$ cat config.mk
export PLATFORM = sky130hd
export DESIGN_NAME = sfod_top
export DESIGN_NICKNAME = d
export VERILOG_FILES = /design/src/hdl/sfod_pkg.sv /design/src/hdl/sfod_spi_slave.sv /design/src/hdl/sfod_overrange_chan.sv /design/src/hdl/sfod_top.sv
export SDC_FILE = /design/constraint.sdc
export NUM_CORES = 1
export LEC_CHECK = 0
export BUFFER_PORTS_ARGS = -buffer_cell sky130_fd_sc_hd__buf_4
export CORE_MARGIN = 8
export CORE_UTILIZATION = 48
export DETAILED_ROUTE_END_ITERATION = 8
export PLACE_DENSITY = 0.65
export SLEW_MARGIN = 20
export SYNTH_ARGS = -nofsm -noshare
export SYNTH_HDL_FRONTEND = slang
export SYNTH_SLANG_ARGS = --single-unit
$ cat constraint.sdc
create_clock -name core_clk -period 8.9 [get_ports core_clk]
set_clock_uncertainty 0.15 [all_clocks]
set_input_delay 0.89 -clock core_clk [delete_from_list [all_inputs] [get_ports core_clk]]
set_output_delay 0.89 -clock core_clk [all_outputs]
set_load 0.005 [all_outputs]
$ cat src/hdl/sfod_pkg.sv
// Constants and types shared by the sync filter / over-range block.
// Assumes one core clock at 100 MHz that also serves as link and sample clock.
package sfod_pkg;

  localparam int ADDR_W = 15;
  localparam int DATA_W = 8;
  localparam int NUM_CH = 4;
  localparam int SAMPLE_W = 9;
  localparam int HOLD_W = 10;
  localparam int INIT_W = 10;

  // Serial port frame
  localparam logic [4:0] SPI_ADDR_BITS = 5'h10;
  localparam logic [4:0] SPI_FRAME_BITS = 5'h18;

  // Register offsets
  localparam logic [ADDR_W-1:0] RESYNC_FILTER_ADDR = 15'h0210;
  localparam logic [ADDR_W-1:0] OVR_LEVEL_ADDR = 15'h0211;
  localparam logic [ADDR_W-1:0] OVERRANGE_OUTPUT_CONFIG_ADDR = 15'h0213;
  localparam logic [ADDR_W-1:0] STARTUP_ADDR = 15'h0270;

  // Reset values
  localparam logic [DATA_W-1:0] RESYNC_FILTER_RST = 8'h03;
  localparam logic [DATA_W-1:0] OVR_LEVEL_RST = 8'hF2;
  localparam logic [DATA_W-1:0] OVERRANGE_OUTPUT_CONFIG_RST = 8'h07;

  // Field positions
  localparam int THRESH_MSB = 4;
  localparam int OVERRANGE_OUT_ENABLE_BIT = 3;
  localparam int STRETCH_MSB = 2;

  // Minimum hold base, in sample cycles
  localparam logic [HOLD_W-1:0] HOLD_BASE = 10'h004;

  // Start-up sequence length
  localparam int CLK_PERIOD_NS = 10;
  localparam int INIT_TIME_NS = 10000;
  localparam logic [INIT_W-1:0] INIT_CYCLES = INIT_W'(INIT_TIME_NS / CLK_PERIOD_NS);

  typedef enum logic [1:0] {
    SYNC_HIGH = 2'h0,
    SYNC_LOW_RUN = 2'h1,
    SYNC_REQUEST = 2'h3
  } sfod_sync_state_t;

  typedef enum logic [1:0] {
    SPI_IDLE = 2'h0,
    SPI_ADDR = 2'h1,
    SPI_DATA = 2'h3
  } sfod_spi_state_t;

endpackage

$ cat src/hdl/sfod_spi_slave.sv
// Serial register port: 24-bit frames, read flag, 15-bit address, 8 data bits.
// Assumes the serial clock runs at most one eighth of core_clk.
`timescale 1ns/10ps
module sfod_spi_slave
  import sfod_pkg::*;
(
  // Clock and reset
  input wire logic core_clk,
  input wire logic rst_n,
  // Serial pins
  input wire logic spi_sclk,
  input wire logic spi_cs_n,
  input wire logic spi_sdi,
  output logic spi_sdo,
  output logic spi_sdo_oe,
  // Register access
  output logic [sfod_pkg::ADDR_W-1:0] reg_addr,
  output logic reg_wr,
  output logic [sfod_pkg::DATA_W-1:0] reg_wdata,
  input wire logic [sfod_pkg::DATA_W-1:0] reg_rdata
);
  import sfod_pkg::*;

  typedef struct packed {
    logic [2:0] sclk_pipe;
    logic [1:0] cs_pipe;
    logic [1:0] sdi_pipe;
    sfod_spi_state_t state;
    logic [4:0] bit_cnt;
    logic [15:0] shift_in;
    logic is_read;
    logic [ADDR_W-1:0] addr;
    logic [DATA_W-1:0] shift_out;
    logic out_loaded;
    logic sdo;
    logic sdo_oe;
    logic wr;
  } sfod_spi_st_t;

  sfod_spi_st_t st_reg;
  sfod_spi_st_t st_next;
  logic rise;
  logic fall;
  logic cs_act;

  always_comb begin
    st_next = st_reg;
    st_next.sclk_pipe = {st_reg.sclk_pipe[1:0], spi_sclk};
    st_next.cs_pipe = {st_reg.cs_pipe[0], spi_cs_n};
    st_next.sdi_pipe = {st_reg.sdi_pipe[0], spi_sdi};
    st_next.wr = 1'b0;
    rise = st_reg.sclk_pipe[1] & ~st_reg.sclk_pipe[2];
    fall = ~st_reg.sclk_pipe[1] & st_reg.sclk_pipe[2];
    cs_act = ~st_reg.cs_pipe[1];
    if (!cs_act) begin
      st_next.state = SPI_IDLE;
      st_next.bit_cnt = 5'h00;
      st_next.out_loaded = 1'b0;
      st_next.sdo_oe = 1'b0;
    end else begin
      if (st_reg.state == SPI_IDLE) begin
        st_next.state = SPI_ADDR;
      end
      if (rise && st_reg.bit_cnt != SPI_FRAME_BITS) begin
        st_next.shift_in = {st_reg.shift_in[14:0], st_reg.sdi_pipe[1]};
        st_next.bit_cnt = st_reg.bit_cnt + 5'h01;
        if (st_reg.bit_cnt == SPI_ADDR_BITS - 5'h01) begin
          st_next.state = SPI_DATA;
          st_next.is_read = st_reg.shift_in[14];
          st_next.addr = {st_reg.shift_in[13:0], st_reg.sdi_pipe[1]};
        end
        if (st_reg.bit_cnt == SPI_FRAME_BITS - 5'h01 && !st_reg.is_read) begin
          st_next.wr = 1'b1;
        end
      end
      if (fall && st_reg.state == SPI_DATA && st_reg.is_read) begin
        if (!st_reg.out_loaded) begin
          st_next.shift_out = reg_rdata;
          st_next.sdo = reg_rdata[DATA_W-1];
          st_next.out_loaded = 1'b1;
          st_next.sdo_oe = 1'b1;
        end else begin
          st_next.shift_out = {st_reg.shift_out[DATA_W-2:0], 1'b0};
          st_next.sdo = st_reg.shift_out[DATA_W-2];
        end
      end
    end
  end

  always_ff @(posedge core_clk or negedge rst_n) begin
    if (!rst_n) begin
      st_reg <= '0;
      // Select idles high, so no false frame start after reset
      st_reg.cs_pipe <= 2'h3;
    end else begin
      st_reg <= st_next;
    end
  end

  assign spi_sdo = st_reg.sdo;
  assign spi_sdo_oe = st_reg.sdo_oe;
  assign reg_addr = st_reg.addr;
  assign reg_wr = st_reg.wr;
  assign reg_wdata = st_reg.shift_in[DATA_W-1:0];

endmodule

$ cat src/hdl/sfod_overrange_chan.sv
// One over-range channel: magnitude compare and stretched flag output.
// Assumes one sample per core_clk, two's complement, from the same clock.
`timescale 1ns/10ps
module sfod_overrange_chan
  import sfod_pkg::*;
(
  // Clock and reset
  input wire logic core_clk,
  input wire logic rst_n,
  // Sample and settings
  input wire logic [sfod_pkg::SAMPLE_W-1:0] sample,
  input wire logic [sfod_pkg::DATA_W-1:0] level,
  input wire logic out_enable,
  input wire logic [2:0] stretch_exp,
  // Flag
  output logic flag
);
  import sfod_pkg::*;

  typedef struct packed {
    logic [HOLD_W-1:0] hold_cnt;
    logic flag;
  } sfod_chan_st_t;

  sfod_chan_st_t st_reg;
  sfod_chan_st_t st_next;
  logic [SAMPLE_W-1:0] mag;
  logic hit;
  logic [HOLD_W-1:0] hold_len;

  always_comb begin
    st_next = st_reg;
    mag = sample[SAMPLE_W-1] ? SAMPLE_W'(-sample) : sample;
    hit = mag >= {1'b0, level};
    hold_len = HOLD_BASE << stretch_exp;
    if (hit) begin
      st_next.hold_cnt = hold_len - 10'h001;
      st_next.flag = 1'b1;
    end else if (st_reg.hold_cnt != 10'h000) begin
      st_next.hold_cnt = st_reg.hold_cnt - 10'h001;
      st_next.flag = 1'b1;
    end else begin
      st_next.flag = 1'b0;
    end
    st_next.flag = st_next.flag & out_enable;
  end

  always_ff @(posedge core_clk or negedge rst_n) begin
    if (!rst_n) begin
      st_reg <= '0;
    end else begin
      st_reg <= st_next;
    end
  end

  assign flag = st_reg.flag;

  hit_raises_a: assert property (@(posedge core_clk) disable iff (!rst_n)
    hit && out_enable |=> flag)
    else $error("over-range hit did not raise flag");

  disabled_low_a: assert property (@(posedge core_clk) disable iff (!rst_n)
    !out_enable |=> !flag)
    else $error("flag high while output disabled");

  hold_load_a: assert property (@(posedge core_clk) disable iff (!rst_n)
    hit |=> st_reg.hold_cnt == ((HOLD_BASE << $past(stretch_exp)) - 10'h001))
    else $error("hold counter not loaded with stretch length");

  hold_keeps_a: assert property (@(posedge core_clk) disable iff (!rst_n)
    st_reg.hold_cnt != 10'h000 && out_enable |=> flag)
    else $error("flag dropped during hold");

  hold_restart_a: assert property (@(posedge core_clk) disable iff (!rst_n)
    hit && st_reg.hold_cnt != 10'h000 && $stable(stretch_exp)
    |=> st_reg.hold_cnt == (HOLD_BASE << $past(stretch_exp)) - 10'h001)
    else $error("new hit did not restart hold");

endmodule

$ cat src/hdl/sfod_top.sv
// Resync request filter, four over-range channels and start-up status.
// Assumes core_clk is the link clock and sample clock; pins are asynchronous.
`timescale 1ns/10ps
module sfod_top
  import sfod_pkg::*;
(
  // Clock and reset
  input wire logic core_clk,
  input wire logic arst_n,
  // Serial register port
  input wire logic spi_sclk,
  input wire logic spi_cs_n,
  input wire logic spi_sdi,
  output logic spi_sdo,
  output logic spi_sdo_oe,
  // Link request line and link control
  input wire logic resync_n,
  input wire logic serial_link_enable,
  output logic resync_request,
  output logic error_report,
  // Samples
  input wire logic [sfod_pkg::SAMPLE_W-1:0] sample_a,
  input wire logic [sfod_pkg::SAMPLE_W-1:0] sample_b,
  input wire logic [sfod_pkg::SAMPLE_W-1:0] sample_c,
  input wire logic [sfod_pkg::SAMPLE_W-1:0] sample_d,
  // Over-range flags
  output logic overrange_flag_a,
  output logic overrange_flag_b,
  output logic overrange_flag_c,
  output logic overrange_flag_d,
  // Start-up status
  output logic init_done
);
  import sfod_pkg::*;

  ////////////////////////////////////////////////////////////////////////////
  // Reset release

  logic [1:0] rst_pipe_reg;
  logic rst_n;

  always_ff @(posedge core_clk or negedge arst_n) begin
    if (!arst_n) begin
      rst_pipe_reg <= 2'h0;
    end else begin
      rst_pipe_reg <= {rst_pipe_reg[0], 1'b1};
    end
  end

  assign rst_n = rst_pipe_reg[1];

  ////////////////////////////////////////////////////////////////////////////
  // State

  typedef struct packed {
    logic [DATA_W-1:0] resync_filter;
    logic [DATA_W-1:0] ovr_level;
    logic [DATA_W-1:0] overrange_output_config;
    logic [1:0] sync_pipe;
    logic [1:0] link_en_pipe;
    sfod_sync_state_t sync_state;
    logic [THRESH_MSB:0] run_cnt;
    logic resync_request;
    logic error_report;
    logic [INIT_W-1:0] init_cnt;
    logic init_done;
  } sfod_top_st_t;

  sfod_top_st_t st_reg;
  sfod_top_st_t st_next;

  logic [ADDR_W-1:0] reg_addr;
  logic reg_wr;
  logic [DATA_W-1:0] reg_wdata;
  logic [DATA_W-1:0] reg_rdata;
  logic sync_low;
  logic link_on;
  logic [THRESH_MSB:0] thresh;
  logic [NUM_CH-1:0][SAMPLE_W-1:0] samples;
  logic [NUM_CH-1:0] flags;

  assign sync_low = ~st_reg.sync_pipe[1];
  assign link_on = st_reg.link_en_pipe[1];
  assign thresh = st_reg.resync_filter[THRESH_MSB:0];

  ////////////////////////////////////////////////////////////////////////////
  // Register port

  sfod_spi_slave u_spi (
    .core_clk(core_clk),
    .rst_n(rst_n),
    .spi_sclk(spi_sclk),
    .spi_cs_n(spi_cs_n),
    .spi_sdi(spi_sdi),
    .spi_sdo(spi_sdo),
    .spi_sdo_oe(spi_sdo_oe),
    .reg_addr(reg_addr),
    .reg_wr(reg_wr),
    .reg_wdata(reg_wdata),
    .reg_rdata(reg_rdata)
  );

  always_comb begin
    unique case (reg_addr)
      RESYNC_FILTER_ADDR: reg_rdata = st_reg.resync_filter;
      OVR_LEVEL_ADDR: reg_rdata = st_reg.ovr_level;
      OVERRANGE_OUTPUT_CONFIG_ADDR: reg_rdata = st_reg.overrange_output_config;
      STARTUP_ADDR: reg_rdata = {7'h00, st_reg.init_done};
      default: reg_rdata = 8'h00;
    endcase
  end

  ////////////////////////////////////////////////////////////////////////////
  // Next state

  always_comb begin
    st_next = st_reg;
    st_next.resync_request = 1'b0;
    st_next.error_report = 1'b0;
    st_next.sync_pipe = {st_reg.sync_pipe[0], resync_n};
    st_next.link_en_pipe = {st_reg.link_en_pipe[0], serial_link_enable};

    if (reg_wr) begin
      unique case (reg_addr)
        RESYNC_FILTER_ADDR: st_next.resync_filter = reg_wdata;
        OVR_LEVEL_ADDR: st_next.ovr_level = reg_wdata;
        OVERRANGE_OUTPUT_CONFIG_ADDR: st_next.overrange_output_config = reg_wdata;
        default: st_next.overrange_output_config = st_reg.overrange_output_config;
      endcase
    end

    if (!st_reg.init_done) begin
      if (st_reg.init_cnt == INIT_CYCLES - 10'h001) begin
        st_next.init_done = 1'b1;
      end else begin
        st_next.init_cnt = st_reg.init_cnt + 10'h001;
      end
    end

    if (!link_on) begin
      st_next.sync_state = SYNC_HIGH;
      st_next.run_cnt = '0;
    end else begin
      unique case (st_reg.sync_state)
        SYNC_HIGH: begin
          st_next.run_cnt = '0;
          if (sync_low) begin
            if (thresh == '0) begin
              st_next.resync_request = 1'b1;
              st_next.sync_state = SYNC_REQUEST;
            end else begin
              st_next.run_cnt = 5'h01;
              st_next.sync_state = SYNC_LOW_RUN;
            end
          end
        end
        SYNC_LOW_RUN: begin
          if (sync_low) begin
            if (st_reg.run_cnt >= thresh) begin
              st_next.resync_request = 1'b1;
              st_next.sync_state = SYNC_REQUEST;
            end else begin
              st_next.run_cnt = st_reg.run_cnt + 5'h01;
            end
          end else begin
            st_next.error_report = 1'b1;
            st_next.run_cnt = '0;
            st_next.sync_state = SYNC_HIGH;
          end
        end
        SYNC_REQUEST: begin
          if (!sync_low) begin
            st_next.run_cnt = '0;
            st_next.sync_state = SYNC_HIGH;
          end
        end
        default: begin
          st_next.run_cnt = '0;
          st_next.sync_state = SYNC_HIGH;
        end
      endcase
    end
  end

  always_ff @(posedge core_clk or negedge rst_n) begin
    if (!rst_n) begin
      st_reg <= '0;
      st_reg.resync_filter <= RESYNC_FILTER_RST;
      st_reg.ovr_level <= OVR_LEVEL_RST;
      st_reg.overrange_output_config <= OVERRANGE_OUTPUT_CONFIG_RST;
      st_reg.sync_pipe <= 2'h3;
      st_reg.sync_state <= SYNC_HIGH;
    end else begin
      st_reg <= st_next;
    end
  end

  assign resync_request = st_reg.resync_request;
  assign error_report = st_reg.error_report;
  assign init_done = st_reg.init_done;

  ////////////////////////////////////////////////////////////////////////////
  // Over-range channels

  assign samples = {sample_d, sample_c, sample_b, sample_a};

  for (genvar ch = 0; ch < NUM_CH; ch++) begin : g_chan
    sfod_overrange_chan u_chan (
      .core_clk(core_clk),
      .rst_n(rst_n),
      .sample(samples[ch]),
      .level(st_reg.ovr_level),
      .out_enable(st_reg.overrange_output_config[OVERRANGE_OUT_ENABLE_BIT]),
      .stretch_exp(st_reg.overrange_output_config[STRETCH_MSB:0]),
      .flag(flags[ch])
    );
  end

  assign overrange_flag_a = flags[0];
  assign overrange_flag_b = flags[1];
  assign overrange_flag_c = flags[2];
  assign overrange_flag_d = flags[3];

  ////////////////////////////////////////////////////////////////////////////
  // Checks

  request_run_a: assert property (@(posedge core_clk) disable iff (!rst_n)
    resync_request |-> $past(sync_low) && $past(st_reg.run_cnt) == $past(thresh))
    else $error("request without full low run");

  run_counts_a: assert property (@(posedge core_clk) disable iff (!rst_n)
    link_on && st_reg.sync_state == SYNC_LOW_RUN && sync_low && st_reg.run_cnt < thresh
    |=> st_reg.run_cnt == $past(st_reg.run_cnt) + 5'h01)
    else $error("low sample not counted");

  short_run_a: assert property (@(posedge core_clk) disable iff (!rst_n)
    error_report |-> !resync_request && $past(st_reg.sync_state) == SYNC_LOW_RUN
    && !$past(sync_low))
    else $error("error report without short run");

  one_request_a: assert property (@(posedge core_clk) disable iff (!rst_n)
    resync_request |=> !resync_request)
    else $error("repeated request in one run");

  init_timing_a: assert property (@(posedge core_clk) disable iff (!rst_n)
    $rose(init_done) |-> $past(st_reg.init_cnt) == INIT_CYCLES - 10'h001)
    else $error("start-up done at wrong time");

  init_sticky_a: assert property (@(posedge core_clk) disable iff (!rst_n)
    init_done |=> init_done)
    else $error("start-up status fell");

endmodule

==> results.yml <==
outcome:
  outcome: "complete, no violations"
final_layout:
  syn2layout_area_growth_pct: 15.27
  nets: 942
  final_layout_size_suffix_gt1_share_pct: 21.14
  largest_reg_flops: 42
  final_util_pct: 56.18
  n_antenna_cell: 0
  final.fill_count: 1448
global_route:
  gr-total-overflow: 0
  antenna_found_initial: 0
  grt_pass1_vias: 6172
  track_usage_pct: 16.53
  grt_pass1_wl_microns: 29370
  grt_max_degree: 82
sta:
  period_share_pct: 37.59
  worst_pin_slew_ns: 0.9169
  fin_setup_tns_ns: 0
  final.min_clock_period_ns: 3.345
  drv_slew: 0
  rsz0062_at_grt: "false"
  setup_viol: 0
  fmax_ghz: 0.2989
  slew_headroom_pct: 38.31
  hold_viol_final: 0
  fin_hold_ws_ns: 0.08615
critical_path:
  critPathCaptureType: "flop"
  rr_endpoint: "g_chan[0].u_chan.st_reg[9]"
  reg2reg_slack_ns: 6.15
  reg2reg_from: "st_reg[36]"
  cp.arrival_ns: 3.50
  cp.required_ns: 9.05
  cp-start-kind: "input port"
  critPathMaxFanout: 11
  criticalPathCategory: "input port to flop"
  r2r_cells: 8
drt:
  drc: 0
  via_per_inst: 5.521
  ant_nets: 0
  wl_microns: 17380
  drtIter0Drc: 233
  via_count: 5996
  wl_per_cell_microns: 16.00
  first_pass_iters: 6
clock_network:
  path_clk_slew_ns: 0.06
  cts_tree: "done"
  cts_root_buf: "clkbuf_16"
  clock_latency_ns: 0.42
  cts_buffers: 17
  post_cts_buffers: 0
  holdBufCountCts: 0
  cts_sinks: 150
  cts_resized: 0
  clock_path_buffers: 2
  ctsHtreeMaxLevel: 4
pwr:
  p_leak_nw: 4.515
  max-vdd-ir-drop_uv: 176.1
  p_per_area_nw_per_um2: 182.3
synth:
  synthesis.area_sq_um: 8342
  synth_compound_area_share_pct: 9.210
  synth_nets: 891
  synth_seq_area_share_pct: 45.21
  netlist-cell-type-count: 62
  ys_warn_count: 0
  synth_simple_gate_area_share_pct: 16.06
  async_flop_share_pct: 100.0
  synth_edf_count: 0
  ys_seq_elements: 150
  syn-mean-instance-area_sq_um: 10.47
  synth_top_family_by_area: "simple AND/OR/NAND/NOR gates"
  synthFlopType: "dfrtp_1"
  yosys.area_share.adder_pct: 7.650
  synth.mux.area_fraction_pct: 12.28
  synth_xor_xnor_area_share_pct: 6.300
  synth_cells: 797
placed_design:
  place_hpwl_microns: 12650
  gp_congestion: 0.8688
  portBuffers: 51
floorplanning:
  die_h_microns: 147.8
  core_sq_um: 17120
  std_cell_rows: 48
  io_pins: 52
  die-area_sq_um: 21850
  start_util_pct: 48.74
  die_x_microns: 147.8
flow_run:
  maxCapViolCount: 0
min_path:
  hp-class: "input port to async pin"
## final cells by class
class / instances / area [sq um] / share of cell area (%)
clock buffer: 21 / 470.5 / 4.893
clock inverter: 11 / 183.9 / 1.913
inverter: 46 / 172.7 / 1.796
multi-input combinational: 578 / 4307 / 44.79
sequential: 150 / 3775 / 39.26
tap: 225 / 281.5 / 2.928
timing repair buffer: 55 / 425.4 / 4.424
## critical path, stage by stage
cell,delay (ns)
buf_4,0.12
nor2_1,0.18
nand3_1,0.09
o21ai_0,0.29
nand2_1,0.11
xor2_1,0.16
ha_1,0.28
nand3_1,0.09
o22ai_1,0.09
a311oi_1,0.25
o31a_1,0.55
mux2_2,0.41
## cells by family after synthesis
group	count (synthesis)
multiplexers	94
AND/OR/NAND/NOR	248
adder cells (fa/ha/maj)	51
flip-flops	150
buffers and inverters	69
AO/OA/AOI/OAI	124
other	1
XOR/XNOR	60
## metrics by stage
stage | cells | area (sq um) | power (W) | worst slack [ns]
2_1_floorplan | 797 | 8342 | 0.0009050 | 4.286
5_1_grt | 1086 | 9615 | 0.001832 | 5.351
4_1_cts | 1085 | 9595 | 0.001773 | 5.569
3_5_place_dp | 1053 | 8941 | 0.0009748 | 5.126
3_3_place_gp | 1053 | 8941 | 0.0009627 | 5.212
6_report | 1086 | 9615 | 0.001753 | 5.555
## placed cells by master, fill, tap and decap left out, types with 27 or more instances in the layout
| cell type | Yosys | final |
|---|---|---|
| dfrtp_1 | 136 | 135 |
| nand2_1 | 75 | 75 |
| mux2_2 | 66 | 66 |
| buf_4 | 1 | 54 |
| ha_1 | 51 | 51 |
| nor2_1 | 48 | 48 |
| inv_1 | 46 | 46 |
| xnor2_1 | 41 | 41 |
| o21ai_0 | 38 | 38 |
| a21oi_1 | 33 | 33 |
| mux2i_1 | 27 | 27 |
## power breakdown
group / total [W] / switching (W) / internal (W)
Combinational: 0.000199 / 0.000102 / 0.0000969
Sequential: 0.000765 / 0.0000479 / 0.000717
Clock: 0.000790 / 0.000291 / 0.000499
Total: 0.00175 / 0.000441 / 0.00131
## cells in the mapped netlist (3+ instances only)
library cell,number,area share [%]
or3_1,4,0.30
nand2_1,75,3.4
a211oi_1,3,0.27
nor4_1,9,0.67
buf_2,6,0.36
nor3_1,20,1.2
mux2i_1,27,3.2
mux2_2,66,8.9
a21oi_1,33,2.0
or4b_1,3,0.36
nand2b_1,12,0.90
nor2b_1,10,0.75
and3_1,14,1.0
dfstp_2,14,4.4
o21ai_0,38,2.3
clkbuf_1,15,0.67
o211ai_1,4,0.36
or2_2,3,0.23
nor3b_1,3,0.27
ha_1,51,7.6
and4_1,3,0.32
o22ai_1,3,0.23
o31a_1,3,0.32
nand3b_1,5,0.45
nand3_1,10,0.60
nand4_1,5,0.37
a22oi_1,8,0.72
o31ai_1,11,0.99
xor2_1,19,2.0
a21o_1,5,0.45
dfrtp_1,136,41
inv_1,46,2.1
nor2_1,48,2.2
or4_1,9,0.81
xnor2_1,41,4.3
o21a_1,3,0.27
## per-layer routing
metal | track usage (%) | routed length, microns | vias to the layer above
li1 | - | - | 2935
met1 | 19.52 | 7636 | 2950
met2 | 28.49 | 8787 | 78
met3 | 3.424 | 556 | 33
met4 | 7.394 | 397 | 0
met5 | 0 | 0 | -
## worst max-delay path by stage
stage / startpoint / to / cells past startpoint / slack, ns
after floorplan: rst_pipe_reg[1] / error_report / 0 / 4.29
after global placement: sample_c[2] / g_chan[2].u_chan.st_reg[7] / 12 / 5.21
after detailed placement: sample_c[2] / g_chan[2].u_chan.st_reg[7] / 12 / 5.13
after CTS: sample_c[2] / g_chan[2].u_chan.st_reg[9] / 12 / 5.57
after global routing: sample_c[2] / g_chan[2].u_chan.st_reg[9] / 12 / 5.35
final: sample_c[2] / g_chan[2].u_chan.st_reg[9] / 12 / 5.55
No activity file was read; power rests on OpenSTA's default activity.
